[src/hw/mdrc_pkg.sv]
package mdrc_pkg;

    // timing: clock rate and reset pin pulse width
    localparam int unsigned CLK_PERIOD_PS  = 5000;
    localparam int unsigned RST_PULSE_NS   = 40;
    localparam int unsigned RST_PULSE_CYC  = (RST_PULSE_NS * 1000 + CLK_PERIOD_PS - 1)
                                             / CLK_PERIOD_PS;
    localparam int unsigned PULSE_CNT_W    = 4;
    localparam int unsigned SYNC_STAGES    = 2;

    // register byte offsets
    localparam int unsigned ADDR_W         = 8;
    localparam logic [7:0]  OFS_CFG        = 8'h00;
    localparam logic [7:0]  OFS_CTRL_STS   = 8'h04;
    localparam logic [7:0]  OFS_SOFT_RST   = 8'h08;
    localparam logic [7:0]  OFS_DEV_CFG    = 8'h0c;
    localparam logic [7:0]  OFS_CAUSE      = 8'h10;
    localparam logic [7:0]  OFS_DEV_STS    = 8'h14;
    localparam logic [7:0]  OFS_BOOT       = 8'h18;

    // ahb transfer type
    localparam logic [1:0]  HTRANS_NONSEQ  = 2'b10;
    localparam logic [1:0]  HTRANS_SEQ     = 2'b11;

    // reset configuration register, bit 5 downward
    typedef struct packed {
        logic ana_release;    // bit 5
        logic ctrl_release;   // bit 4
        logic prop_shared;    // bit 3
        logic prop_ctrl;      // bit 2
        logic analog_bus_rst; // bit 1
        logic ctrl_rst_req;   // bit 0
    } mdrc_cfg_s;
    localparam int unsigned CFG_W          = 6;
    localparam logic [5:0]  CFG_RST        = 6'h00;

    // control reset status fields
    localparam int unsigned CST_LIVE       = 0;
    localparam int unsigned CST_SEEN       = 1;

    // reset cause fields
    localparam int unsigned CAUSE_BOARD    = 0;
    localparam int unsigned CAUSE_POR      = 1;
    localparam int unsigned CAUSE_WDT0     = 2;
    localparam int unsigned CAUSE_WDT1     = 3;
    localparam int unsigned CAUSE_SW       = 4;
    localparam int unsigned CAUSE_NMI      = 5;
    localparam int unsigned CAUSE_DBG      = 6;
    localparam int unsigned CAUSE_W        = 7;
    localparam logic [6:0]  CAUSE_RST      = 7'h02;

    // device status fields
    localparam int unsigned DST_ACIB       = 0;
    localparam int unsigned DST_BOARD      = 1;

    // boot status fields
    localparam int unsigned BOOT_MODE_W    = 4;
    localparam int unsigned BOOT_VALID     = 4;
    localparam int unsigned BOOT_IDLE      = 5;

    // reset domain indices; peripherals start at DOM_FIXED
    localparam int unsigned DOM_MSYS       = 0;
    localparam int unsigned DOM_CCPU       = 1;
    localparam int unsigned DOM_SRX        = 2;
    localparam int unsigned DOM_ANA        = 3;
    localparam int unsigned DOM_ACIB       = 4;
    localparam int unsigned DOM_FIXED      = 5;

    // boot release tracking
    typedef enum logic [1:0] {
        BT_HELD,
        BT_SAMPLE,
        BT_RUN
    } mdrc_boot_e;

endpackage : mdrc_pkg

[src/hw/mdrc_rst_sync.sv]
`timescale 1ns/1ps
`default_nettype none

module mdrc_rst_sync #(
    parameter int unsigned STAGES = 2
) (
    // clock
    input  wire logic core_clk,
    // asynchronous assert request, active high
    input  wire logic assert_in,
    // synchronised reset, active high
    output logic      rst_out
);

    logic [STAGES-1:0] chain_q;

    // assert at once, release after STAGES clean edges
    always_ff @(posedge core_clk or posedge assert_in) begin
        if (assert_in) begin
            chain_q <= '1;
        end else begin
            chain_q <= {chain_q[STAGES-2:0], 1'b0};
        end
    end

    assign rst_out = chain_q[STAGES-1];

endmodule : mdrc_rst_sync

`default_nettype wire

[src/hw/mdrc_top.sv]
// Function
// - board pin low resets master and control
// - drive board pin on por or watchdogs
// - analog pin resets analog; analog por drives it
// - por or system reset restarts master cpu
// - system reset reaches master peripherals
// - system reset from pin, watchdogs, soft, debug
// - soft and debug resets routed onward
// - config bits reset control and analog bus
// - status bit shows control system reset
// - peripheral soft reset gated by enable
// - cause register accumulates reset sources until cleared
// - control cpu reset drives control system reset
// - control cpu reset has five sources
// - soft and debug reach control when enabled
// - device status shows bus reset, pin
// - shared reset: pin, enabled soft and debug
// - analog also reset by bus reset, pin
// - parallel bus interface follows system reset
// - control and analog held until released
// - control idles until boot wake interrupt
// - boot mode pins sampled after release
//
// Implementation choices: the address map and register access over AHB-Lite.
`timescale 1ns/1ps
`default_nettype none

module mdrc_top #(
    parameter int unsigned NUM_PERIPH = 8
) (
    // clock and power-on reset
    input  wire logic                    core_clk,
    input  wire logic                    reset,
    // ahb-lite slave
    input  wire logic                    hsel,
    input  wire logic [31:0]             haddr,
    input  wire logic [1:0]              htrans,
    input  wire logic                    hwrite,
    input  wire logic [2:0]              hsize,
    input  wire logic [31:0]             hwdata,
    input  wire logic                    hready,
    output logic      [31:0]             hrdata,
    output logic                         hreadyout,
    output logic                         hresp,
    // board reset pin, open drain
    input  wire logic                    board_reset_pin_in_n,
    output logic                         board_reset_pin_out,
    output logic                         board_reset_pin_oe_n,
    // analog reset pin, open drain
    input  wire logic                    analog_reset_pin_in_n,
    output logic                         analog_reset_pin_out,
    output logic                         analog_reset_pin_oe_n,
    input  wire logic                    analog_por,
    // reset event sources
    input  wire logic                    master_wdt0_timeout,
    input  wire logic                    master_wdt1_timeout,
    input  wire logic                    master_nmi_wdt_timeout,
    input  wire logic                    master_software_reset,
    input  wire logic                    master_debugger_reset,
    input  wire logic                    control_nmi_watchdog_reset,
    // boot handshake
    input  wire logic                    boot_wake_interrupt,
    input  wire logic [3:0]              boot_mode_pins,
    output logic                         control_idle_hold,
    // domain resets, active high
    output logic                         master_cpu_reset,
    output logic                         master_system_reset,
    output logic                         parallel_bus_interface_reset,
    output logic [NUM_PERIPH-1:0]        peripheral_reset,
    output logic                         control_cpu_reset_input,
    output logic                         control_system_reset,
    output logic                         shared_resource_reset,
    output logic                         analog_subsystem_reset,
    output logic                         analog_bus_reset
);

    localparam int unsigned NDOM = mdrc_pkg::DOM_FIXED + NUM_PERIPH;
    localparam logic [mdrc_pkg::PULSE_CNT_W-1:0] PULSE_LOAD =
        mdrc_pkg::PULSE_CNT_W'(mdrc_pkg::RST_PULSE_CYC);

    mdrc_pkg::mdrc_cfg_s         cfg_q;
    mdrc_pkg::mdrc_boot_e        boot_q;
    logic [NDOM-1:0]             raw_d;
    logic [NDOM-1:0]             raw_q;
    logic [NDOM-1:0]             dom_rst;
    logic [NUM_PERIPH-1:0]       soft_q;
    logic [NUM_PERIPH-1:0]       enable_q;
    logic [mdrc_pkg::CAUSE_W-1:0] cause_q;
    logic [mdrc_pkg::CAUSE_W-1:0] cause_set;
    logic [mdrc_pkg::PULSE_CNT_W-1:0] brd_cnt_q;
    logic [mdrc_pkg::PULSE_CNT_W-1:0] ana_cnt_q;
    logic [mdrc_pkg::BOOT_MODE_W-1:0] boot_mode_q;
    logic                        boot_valid_q;
    logic                        idle_q;
    logic                        ctrl_sys_q;
    logic                        ctrl_seen_q;
    logic                        wr_pend_q;
    logic [7:0]                  wr_addr_q;
    logic [31:0]                 rdata_q;
    logic [31:0]                 rdata;
    logic                        addr_ok;
    logic                        wr_en;
    logic                        board_in;
    logic                        analog_in;
    logic                        wdog_any;
    logic                        swdbg;
    logic                        msys_raw;
    logic                        ctrl_raw;
    logic                        srx_raw;
    logic                        rst_msys;

    // pin levels and combined watchdog
    assign board_in = ~board_reset_pin_in_n;
    assign analog_in = ~analog_reset_pin_in_n;
    assign wdog_any = master_wdt0_timeout | master_wdt1_timeout | master_nmi_wdt_timeout;
    assign swdbg    = master_software_reset | master_debugger_reset;

    // system reset sources; pin covers master and control
    assign msys_raw = board_in | wdog_any | swdbg;
    assign ctrl_raw = board_in | control_nmi_watchdog_reset
                    | (swdbg & cfg_q.prop_ctrl)
                    | cfg_q.ctrl_rst_req
                    | ~cfg_q.ctrl_release;
    assign srx_raw  = board_in | (swdbg & cfg_q.prop_shared);

    // per-domain raw reset requests
    always_comb begin
        raw_d = '0;
        raw_d[mdrc_pkg::DOM_MSYS] = msys_raw;
        raw_d[mdrc_pkg::DOM_CCPU] = ctrl_raw;
        raw_d[mdrc_pkg::DOM_SRX]  = srx_raw;
        raw_d[mdrc_pkg::DOM_ANA]  = srx_raw | cfg_q.analog_bus_rst | analog_in
                                  | ~cfg_q.ana_release;
        raw_d[mdrc_pkg::DOM_ACIB] = cfg_q.analog_bus_rst | ~cfg_q.ana_release;
        raw_d[NDOM-1:mdrc_pkg::DOM_FIXED] = {NUM_PERIPH{msys_raw}}
                                          | (soft_q & enable_q);
    end

    // register requests so the async assert path sees no glitches
    always_ff @(posedge core_clk or posedge reset) begin
        if (reset) begin
            raw_q <= '1;
        end else begin
            raw_q <= raw_d;
        end
    end

    // one synchroniser per domain
    genvar gi;
    generate
        for (gi = 0; gi < NDOM; gi++) begin : g_dom
            mdrc_rst_sync #(
                .STAGES    (mdrc_pkg::SYNC_STAGES)
            ) u_sync (
                .core_clk  (core_clk),
                .assert_in (reset | raw_q[gi]),
                .rst_out   (dom_rst[gi])
            );
        end
    endgenerate

    assign rst_msys = dom_rst[mdrc_pkg::DOM_MSYS];

    // domain outputs; master cpu restarts from its reset vector on release
    assign master_cpu_reset             = rst_msys;
    assign master_system_reset          = rst_msys;
    assign parallel_bus_interface_reset = rst_msys;
    assign peripheral_reset             = dom_rst[NDOM-1:mdrc_pkg::DOM_FIXED];
    assign control_cpu_reset_input      = dom_rst[mdrc_pkg::DOM_CCPU];
    assign shared_resource_reset        = dom_rst[mdrc_pkg::DOM_SRX];
    assign analog_subsystem_reset       = dom_rst[mdrc_pkg::DOM_ANA];
    assign analog_bus_reset             = dom_rst[mdrc_pkg::DOM_ACIB];
    assign control_system_reset         = ctrl_sys_q;

    // control cpu passes its reset on to its subsystem a cycle later
    always_ff @(posedge core_clk or posedge reset) begin
        if (reset) begin
            ctrl_sys_q <= 1'b1;
        end else begin
            ctrl_sys_q <= dom_rst[mdrc_pkg::DOM_CCPU];
        end
    end

    // board pin pulse: starts at power-on, reloads on watchdog timeout
    always_ff @(posedge core_clk or posedge reset) begin
        if (reset) begin
            brd_cnt_q <= PULSE_LOAD;
        end else if (wdog_any) begin
            brd_cnt_q <= PULSE_LOAD;
        end else if (brd_cnt_q != '0) begin
            brd_cnt_q <= brd_cnt_q - 1'b1;
        end
    end

    assign board_reset_pin_out  = 1'b0;
    assign board_reset_pin_oe_n = (brd_cnt_q == '0);

    // analog pin pulse driven by the analog power-on reset
    always_ff @(posedge core_clk or posedge reset) begin
        if (reset) begin
            ana_cnt_q <= PULSE_LOAD;
        end else if (analog_por) begin
            ana_cnt_q <= PULSE_LOAD;
        end else if (ana_cnt_q != '0) begin
            ana_cnt_q <= ana_cnt_q - 1'b1;
        end
    end

    assign analog_reset_pin_out  = 1'b0;
    assign analog_reset_pin_oe_n = (ana_cnt_q == '0);

    // ahb address phase decode
    assign addr_ok = hsel & hready & htrans[1];
    assign wr_en   = wr_pend_q;

    // capture write address phase
    always_ff @(posedge core_clk or posedge reset) begin
        if (reset) begin
            wr_pend_q <= 1'b0;
            wr_addr_q <= 8'h00;
        end else if (hready) begin
            wr_pend_q <= addr_ok & hwrite;
            wr_addr_q <= haddr[mdrc_pkg::ADDR_W-1:0];
        end
    end

    // reset configuration; master reset clears the release bits
    always_ff @(posedge core_clk or posedge rst_msys) begin
        if (rst_msys) begin
            cfg_q <= mdrc_pkg::mdrc_cfg_s'(mdrc_pkg::CFG_RST);
        end else if (wr_en && wr_addr_q == mdrc_pkg::OFS_CFG) begin
            cfg_q <= mdrc_pkg::mdrc_cfg_s'(hwdata[mdrc_pkg::CFG_W-1:0]);
        end
    end

    // peripheral soft reset bits and their enables
    always_ff @(posedge core_clk or posedge rst_msys) begin
        if (rst_msys) begin
            soft_q   <= '0;
            enable_q <= '0;
        end else if (wr_en) begin
            if (wr_addr_q == mdrc_pkg::OFS_SOFT_RST) begin
                soft_q <= hwdata[NUM_PERIPH-1:0];
            end
            if (wr_addr_q == mdrc_pkg::OFS_DEV_CFG) begin
                enable_q <= hwdata[NUM_PERIPH-1:0];
            end
        end
    end

    // control reset seen: sticky, write one to clear, set wins
    always_ff @(posedge core_clk or posedge reset) begin
        if (reset) begin
            ctrl_seen_q <= 1'b0;
        end else if (ctrl_sys_q) begin
            ctrl_seen_q <= 1'b1;
        end else if (wr_en && wr_addr_q == mdrc_pkg::OFS_CTRL_STS
                     && hwdata[mdrc_pkg::CST_SEEN]) begin
            ctrl_seen_q <= 1'b0;
        end
    end

    // reset cause events; pin counts only when driven from outside
    always_comb begin
        cause_set = '0;
        cause_set[mdrc_pkg::CAUSE_BOARD] = board_in & board_reset_pin_oe_n;
        cause_set[mdrc_pkg::CAUSE_WDT0]  = master_wdt0_timeout;
        cause_set[mdrc_pkg::CAUSE_WDT1]  = master_wdt1_timeout;
        cause_set[mdrc_pkg::CAUSE_SW]    = master_software_reset;
        cause_set[mdrc_pkg::CAUSE_NMI]   = master_nmi_wdt_timeout;
        cause_set[mdrc_pkg::CAUSE_DBG]   = master_debugger_reset;
    end

    // cause register survives system reset, cleared by writing ones
    always_ff @(posedge core_clk or posedge reset) begin
        if (reset) begin
            cause_q <= mdrc_pkg::CAUSE_RST;
        end else if (wr_en && wr_addr_q == mdrc_pkg::OFS_CAUSE) begin
            cause_q <= (cause_q & ~hwdata[mdrc_pkg::CAUSE_W-1:0]) | cause_set;
        end else begin
            cause_q <= cause_q | cause_set;
        end
    end

    // boot tracking: wait for both releases, then sample mode pins once
    always_ff @(posedge core_clk or posedge rst_msys) begin
        if (rst_msys) begin
            boot_q <= mdrc_pkg::BT_HELD;
        end else begin
            case (boot_q)
                mdrc_pkg::BT_HELD: begin
                    if (cfg_q.ctrl_release && cfg_q.ana_release) begin
                        boot_q <= mdrc_pkg::BT_SAMPLE;
                    end
                end
                mdrc_pkg::BT_SAMPLE: begin
                    boot_q <= mdrc_pkg::BT_RUN;
                end
                mdrc_pkg::BT_RUN: begin
                    boot_q <= mdrc_pkg::BT_RUN;
                end
                default: begin
                    boot_q <= mdrc_pkg::BT_HELD;
                end
            endcase
        end
    end

    // latched boot mode
    always_ff @(posedge core_clk or posedge rst_msys) begin
        if (rst_msys) begin
            boot_mode_q  <= '0;
            boot_valid_q <= 1'b0;
        end else if (boot_q == mdrc_pkg::BT_SAMPLE) begin
            boot_mode_q  <= boot_mode_pins;
            boot_valid_q <= 1'b1;
        end
    end

    // control held idle from reset and during control system reset, until the next wake interrupt
    always_ff @(posedge core_clk or posedge reset) begin
        if (reset) begin
            idle_q <= 1'b1;
        end else if (ctrl_sys_q) begin
            idle_q <= 1'b1;
        end else if (boot_wake_interrupt) begin
            idle_q <= 1'b0;
        end
    end

    assign control_idle_hold = idle_q;

    // read data mux, unmapped offsets read zero
    always_comb begin
        rdata = 32'h0000_0000;
        case (haddr[mdrc_pkg::ADDR_W-1:0])
            mdrc_pkg::OFS_CFG: begin
                rdata[mdrc_pkg::CFG_W-1:0] = cfg_q;
            end
            mdrc_pkg::OFS_CTRL_STS: begin
                rdata[mdrc_pkg::CST_LIVE] = ctrl_sys_q;
                rdata[mdrc_pkg::CST_SEEN] = ctrl_seen_q;
            end
            mdrc_pkg::OFS_SOFT_RST: begin
                rdata[NUM_PERIPH-1:0] = soft_q;
            end
            mdrc_pkg::OFS_DEV_CFG: begin
                rdata[NUM_PERIPH-1:0] = enable_q;
            end
            mdrc_pkg::OFS_CAUSE: begin
                rdata[mdrc_pkg::CAUSE_W-1:0] = cause_q;
            end
            mdrc_pkg::OFS_DEV_STS: begin
                rdata[mdrc_pkg::DST_ACIB]  = dom_rst[mdrc_pkg::DOM_ACIB];
                rdata[mdrc_pkg::DST_BOARD] = board_reset_pin_in_n;
            end
            mdrc_pkg::OFS_BOOT: begin
                rdata[mdrc_pkg::BOOT_MODE_W-1:0] = boot_mode_q;
                rdata[mdrc_pkg::BOOT_VALID]      = boot_valid_q;
                rdata[mdrc_pkg::BOOT_IDLE]       = idle_q;
            end
            default: begin
                rdata = 32'h0000_0000;
            end
        endcase
    end

    // read data sampled in the address phase, held for the data phase
    always_ff @(posedge core_clk or posedge reset) begin
        if (reset) begin
            rdata_q <= 32'h0000_0000;
        end else if (addr_ok && !hwrite) begin
            rdata_q <= rdata;
        end
    end

    // zero wait state, always okay
    assign hrdata    = rdata_q;
    assign hreadyout = 1'b1;
    assign hresp     = 1'b0;

endmodule : mdrc_top

`default_nettype wire

[config.mk]
export PLATFORM = sky130hd
export DESIGN_NAME = mdrc_top
export DESIGN_NICKNAME = d
export VERILOG_FILES = /design/src/hw/mdrc_pkg.sv /design/src/hw/mdrc_rst_sync.sv /design/src/hw/mdrc_top.sv
export SDC_FILE = /design/constraint.sdc
export NUM_CORES = 1
export LEC_CHECK = 0
export ABC_AREA = 1
export BUFFER_PORTS_ARGS = -buffer_cell sky130_fd_sc_hd__buf_2
export CAP_MARGIN = 40
export CORE_MARGIN = 5
export CORE_UTILIZATION = 40
export DETAILED_ROUTE_END_ITERATION = 8
export GPL_TIMING_DRIVEN = 0
export SLEW_MARGIN = 30
export SYNTH_ARGS = -nofsm -noshare
export SYNTH_HDL_FRONTEND = slang
export SYNTH_SLANG_ARGS = --single-unit
[constraint.sdc]
create_clock -name core_clk -period 4.3 [get_ports core_clk]
set_clock_uncertainty 0.15 [all_clocks]
set_input_delay 0.43 -clock core_clk [delete_from_list [all_inputs] [get_ports core_clk]]
set_output_delay 0.43 -clock core_clk [all_outputs]
set_load 0.005 [all_outputs]
==> metrics.cfg <==
[run_status]
outcome = completed

[clock_network]
h-tree-depth = 3
post_cts.resized_instances = 0
cts.sinks = 103
cts_setup_buffers = 0
clock_path_buffers = 2
clk_pin_slew_worst_paths_ns = 0.07
tritoncts = done
cts_made_buffers = 9
cts_root_buf = clkbuf_16
clock_latency_ns = 0.34
cts-hold-fix-buffers = 0

[finish]
num-nets-final = 696
fillerInstances = 1110
drive_gt1_share_pct = 34.5
layout.cells.most_common_list = nand2_1, buf_2, dfrtp_1
n_antenna_cell = 0
postLayoutCoreUtil_pct = 48.9
final_cell_count_without_fillers = 749
layout.cells.most_common = nand2_1
syn_to_final_growth_pct = 19.4

[logic_synthesis]
synth_edf_count = 0
async_reset_ff_share_pct = 100
synth_warnings = 0
syn_inst = 490
library_cells_used_by_synthesis = 35
synthesis.area_per_instance_um2 = 9.58
ys_seq_area_share_pct = 56.1
ff_latch_count_synth = 103
synthesis.area_um2 = 4690
synthFlopType = dfrtp_1

[detailed_routing]
wirelength_met1_um = 4550
drt-vias-per-instance = 4.46
detail_route.wirelength_um = 10100
met2WireLength_um = 4920
drt_drc_violations_left = 0
detailedRoute.firstPassIterationCount = 4
ant_nets = 0
dr_wl_met3_um = 492
vias = 3343
routedWlPerCell_um = 13.5
drt_first_iter_violations = 189
topRoutingLayerUsed = met4

[placed_design]
port-buffer-count = 61
gpl.final_weighted_congestion = 0.836
dp_hpwl_um = 7720
place_inst = 733

[timing]
drv_slew = 0
tightestPinTransition_ns = 0.647
crit_share_post_route_pct = 50.4
fmax_mhz = 461
setup_viol = 0
final_hold_viol_count = 0
timing.setup.tns_ns = 0
final_period_minus_worst_setup_slack_ns = 2.17
max_slew_headroom_pct = 56.8
grt_setup_unrepaired = false

[worst_setup_path]
timing.reg2reg.worst_path_depth = 7
setup.worst_path.class = flip-flop to primary output
timing.critical_path.cells = inv_1 -> ha_1 -> inv_1 -> nor3_1 -> buf_2
required_ns = 3.72
worst_ep_arrival_time_ns = 1.59
slowest_delay_ns = 0.38
worst_path_max_delay_cell = dfrtp_1
path_common_cell = inv_1
cp_max_fo = 4
setup.worst_path.start_class = flip-flop
endpoint_kind = primary output

[global_route]
grt-ovfl-total = 0
grt_pass1_vias = 3527
largest_net_degree_at_the_start_of_global_routing = 49
grt_antenna_before_repair = 0
grt_util_all_layers_pct = 15.0
grt_pass1_wl_um = 17000

[floorplan]
die_y_um = 118
design.die.area_um2 = 14000
core_area_um2 = 11500
fp.dieW_um = 118
fp-row-count = 39
initial_utilization_pct = 40.9
ioPinCount = 143

[run]
drv.max_cap_violation_count = 0

[power_and_ir_drop]
vdd_drop_max_mv = 0.277
cellPowerDensity_nw_per_um2 = 392
leakagePower_nw = 2.89

[worst_hold_path]
hold_path_class = input pin to asynchronous set/reset pin

-- per-stage QoR --
stage	instance area [um2]	power (mW)	hold slack [ns]	setup WS, ns
detailed placement	5330	1.46	0.188	2.49
CTS	5600	2.23	0.0803	2.11
global route	5600	2.32	0.0997	2.03
floorplan	4840	1.35	0.173	2.39
finish	5600	2.20	0.0816	2.13
global placement	5330	1.44	0.191	1.43
-- cells by family after synthesis --
group                      count (synthesis)  share of synthesized area [%]
and+or+nand+nor                          203                           20.3
buffers and inverters                    109                           12.9
xor gates and xnor gates                   2                          0.373
DFF                                      103                           56.1
other                                      2                          0.160
adders and majority gates                  7                           1.87
AOI/OAI and AO/OA                         64                           8.40
-- final cells by class --
cell class | count | area (um2) | area share, %
repair buffers | 61 | 305 | 5.45
clock buffers | 11 | 243 | 4.33
clock inverters | 5 | 33.8 | 0.603
flip-flops and latches | 103 | 2630 | 47.0
inverters | 62 | 235 | 4.20
plain buffers | 47 | 372 | 6.63
multi-input cells | 317 | 1600 | 28.6
well taps | 143 | 179 | 3.19
-- flip-flops by register name, indices dropped and copies added (netlist names) --
register / cells
soft_q: 8
cause_q: 7
g_dom.u_sync.chain_q: 26
wr_addr_q: 8
enable_q: 8
hrdata: 8
boot_q: 2
ana_cnt_q: 4
control_idle_hold: 1
brd_cnt_q: 4
ctrl_seen_q: 1
boot_valid_q: 1
cfg_q: 6
boot_mode_q: 4
raw_q: 13
wr_en: 1
control_system_reset: 1
-- critical path, delay by kind of cell, from the launching register on --
family / cells / cell delay [ns]
fa+ha+maj: 1 / 0.16
buf+inv: 3 / 0.35
flops: 1 / 0.38
simple gates: 1 / 0.36
-- synthesized netlist by cell type (2+ instances only) --
library cell	instances	area share, %
o21bai_1	2	0.32
nor2_4	6	1.4
buf_4	39	6.2
nor3_2	2	0.43
nand2_1	90	7.2
nor2_2	2	0.27
nand2_2	9	1.2
a21oi_1	16	1.7
o21ai_2	15	2.8
clkbuf_1	2	0.16
o21ai_1	4	0.43
inv_1	58	4.6
nand3_1	33	3.5
o22ai_1	3	0.40
dfstp_2	44	25
o21ai_0	21	2.2
conb_1	2	0.16
inv_2	4	0.32
dfrtp_1	59	31
nor3_1	6	0.64
ha_1	7	1.9
nor2_1	47	3.8
nand4_1	2	0.27
nor4_1	2	0.27
buf_6	5	1.2
-- metal layers --
layer,up-vias,GRT usage [%]
met5,-,0
met4,0,4.95
met3,12,3.72
met2,79,24.1
met1,1565,19.8
li1,1687,-
-- where the power goes --
group	total [mW]	leakage, nW	switching, mW	internal [mW]
Sequential	1.13	1.09	0.0539	1.07
Combinational	0.313	1.67	0.187	0.126
Clock	0.756	0.132	0.349	0.407
Total	2.20	2.89	0.590	1.61
-- path summary, 6_finish.rpt --
check,startpoint,to,slack [ns]
setup / recovery,brd_cnt_q[0]$_DFFE_PP0P_,board_reset_pin_oe_n,2.13
max in group asynchronous,reset,brd_cnt_q[1]$_DFFE_PP0P_,3.16
hold reg to reg,raw_q[3]$_DFF_PP1_,g_dom[3].u_sync.chain_q[0]$_DFF_PP1_,0.19
setup reg to reg,brd_cnt_q[0]$_DFFE_PP0P_,brd_cnt_q[1]$_DFFE_PP0P_,2.65
min in group core_clk,boot_wake_interrupt,control_idle_hold$_DFFE_PP1P_,0.10
hold / removal,reset,g_dom[12].u_sync.chain_q[0]$_DFF_PP1_,0.08
Note: power is estimated with default switching activity, not from simulation.
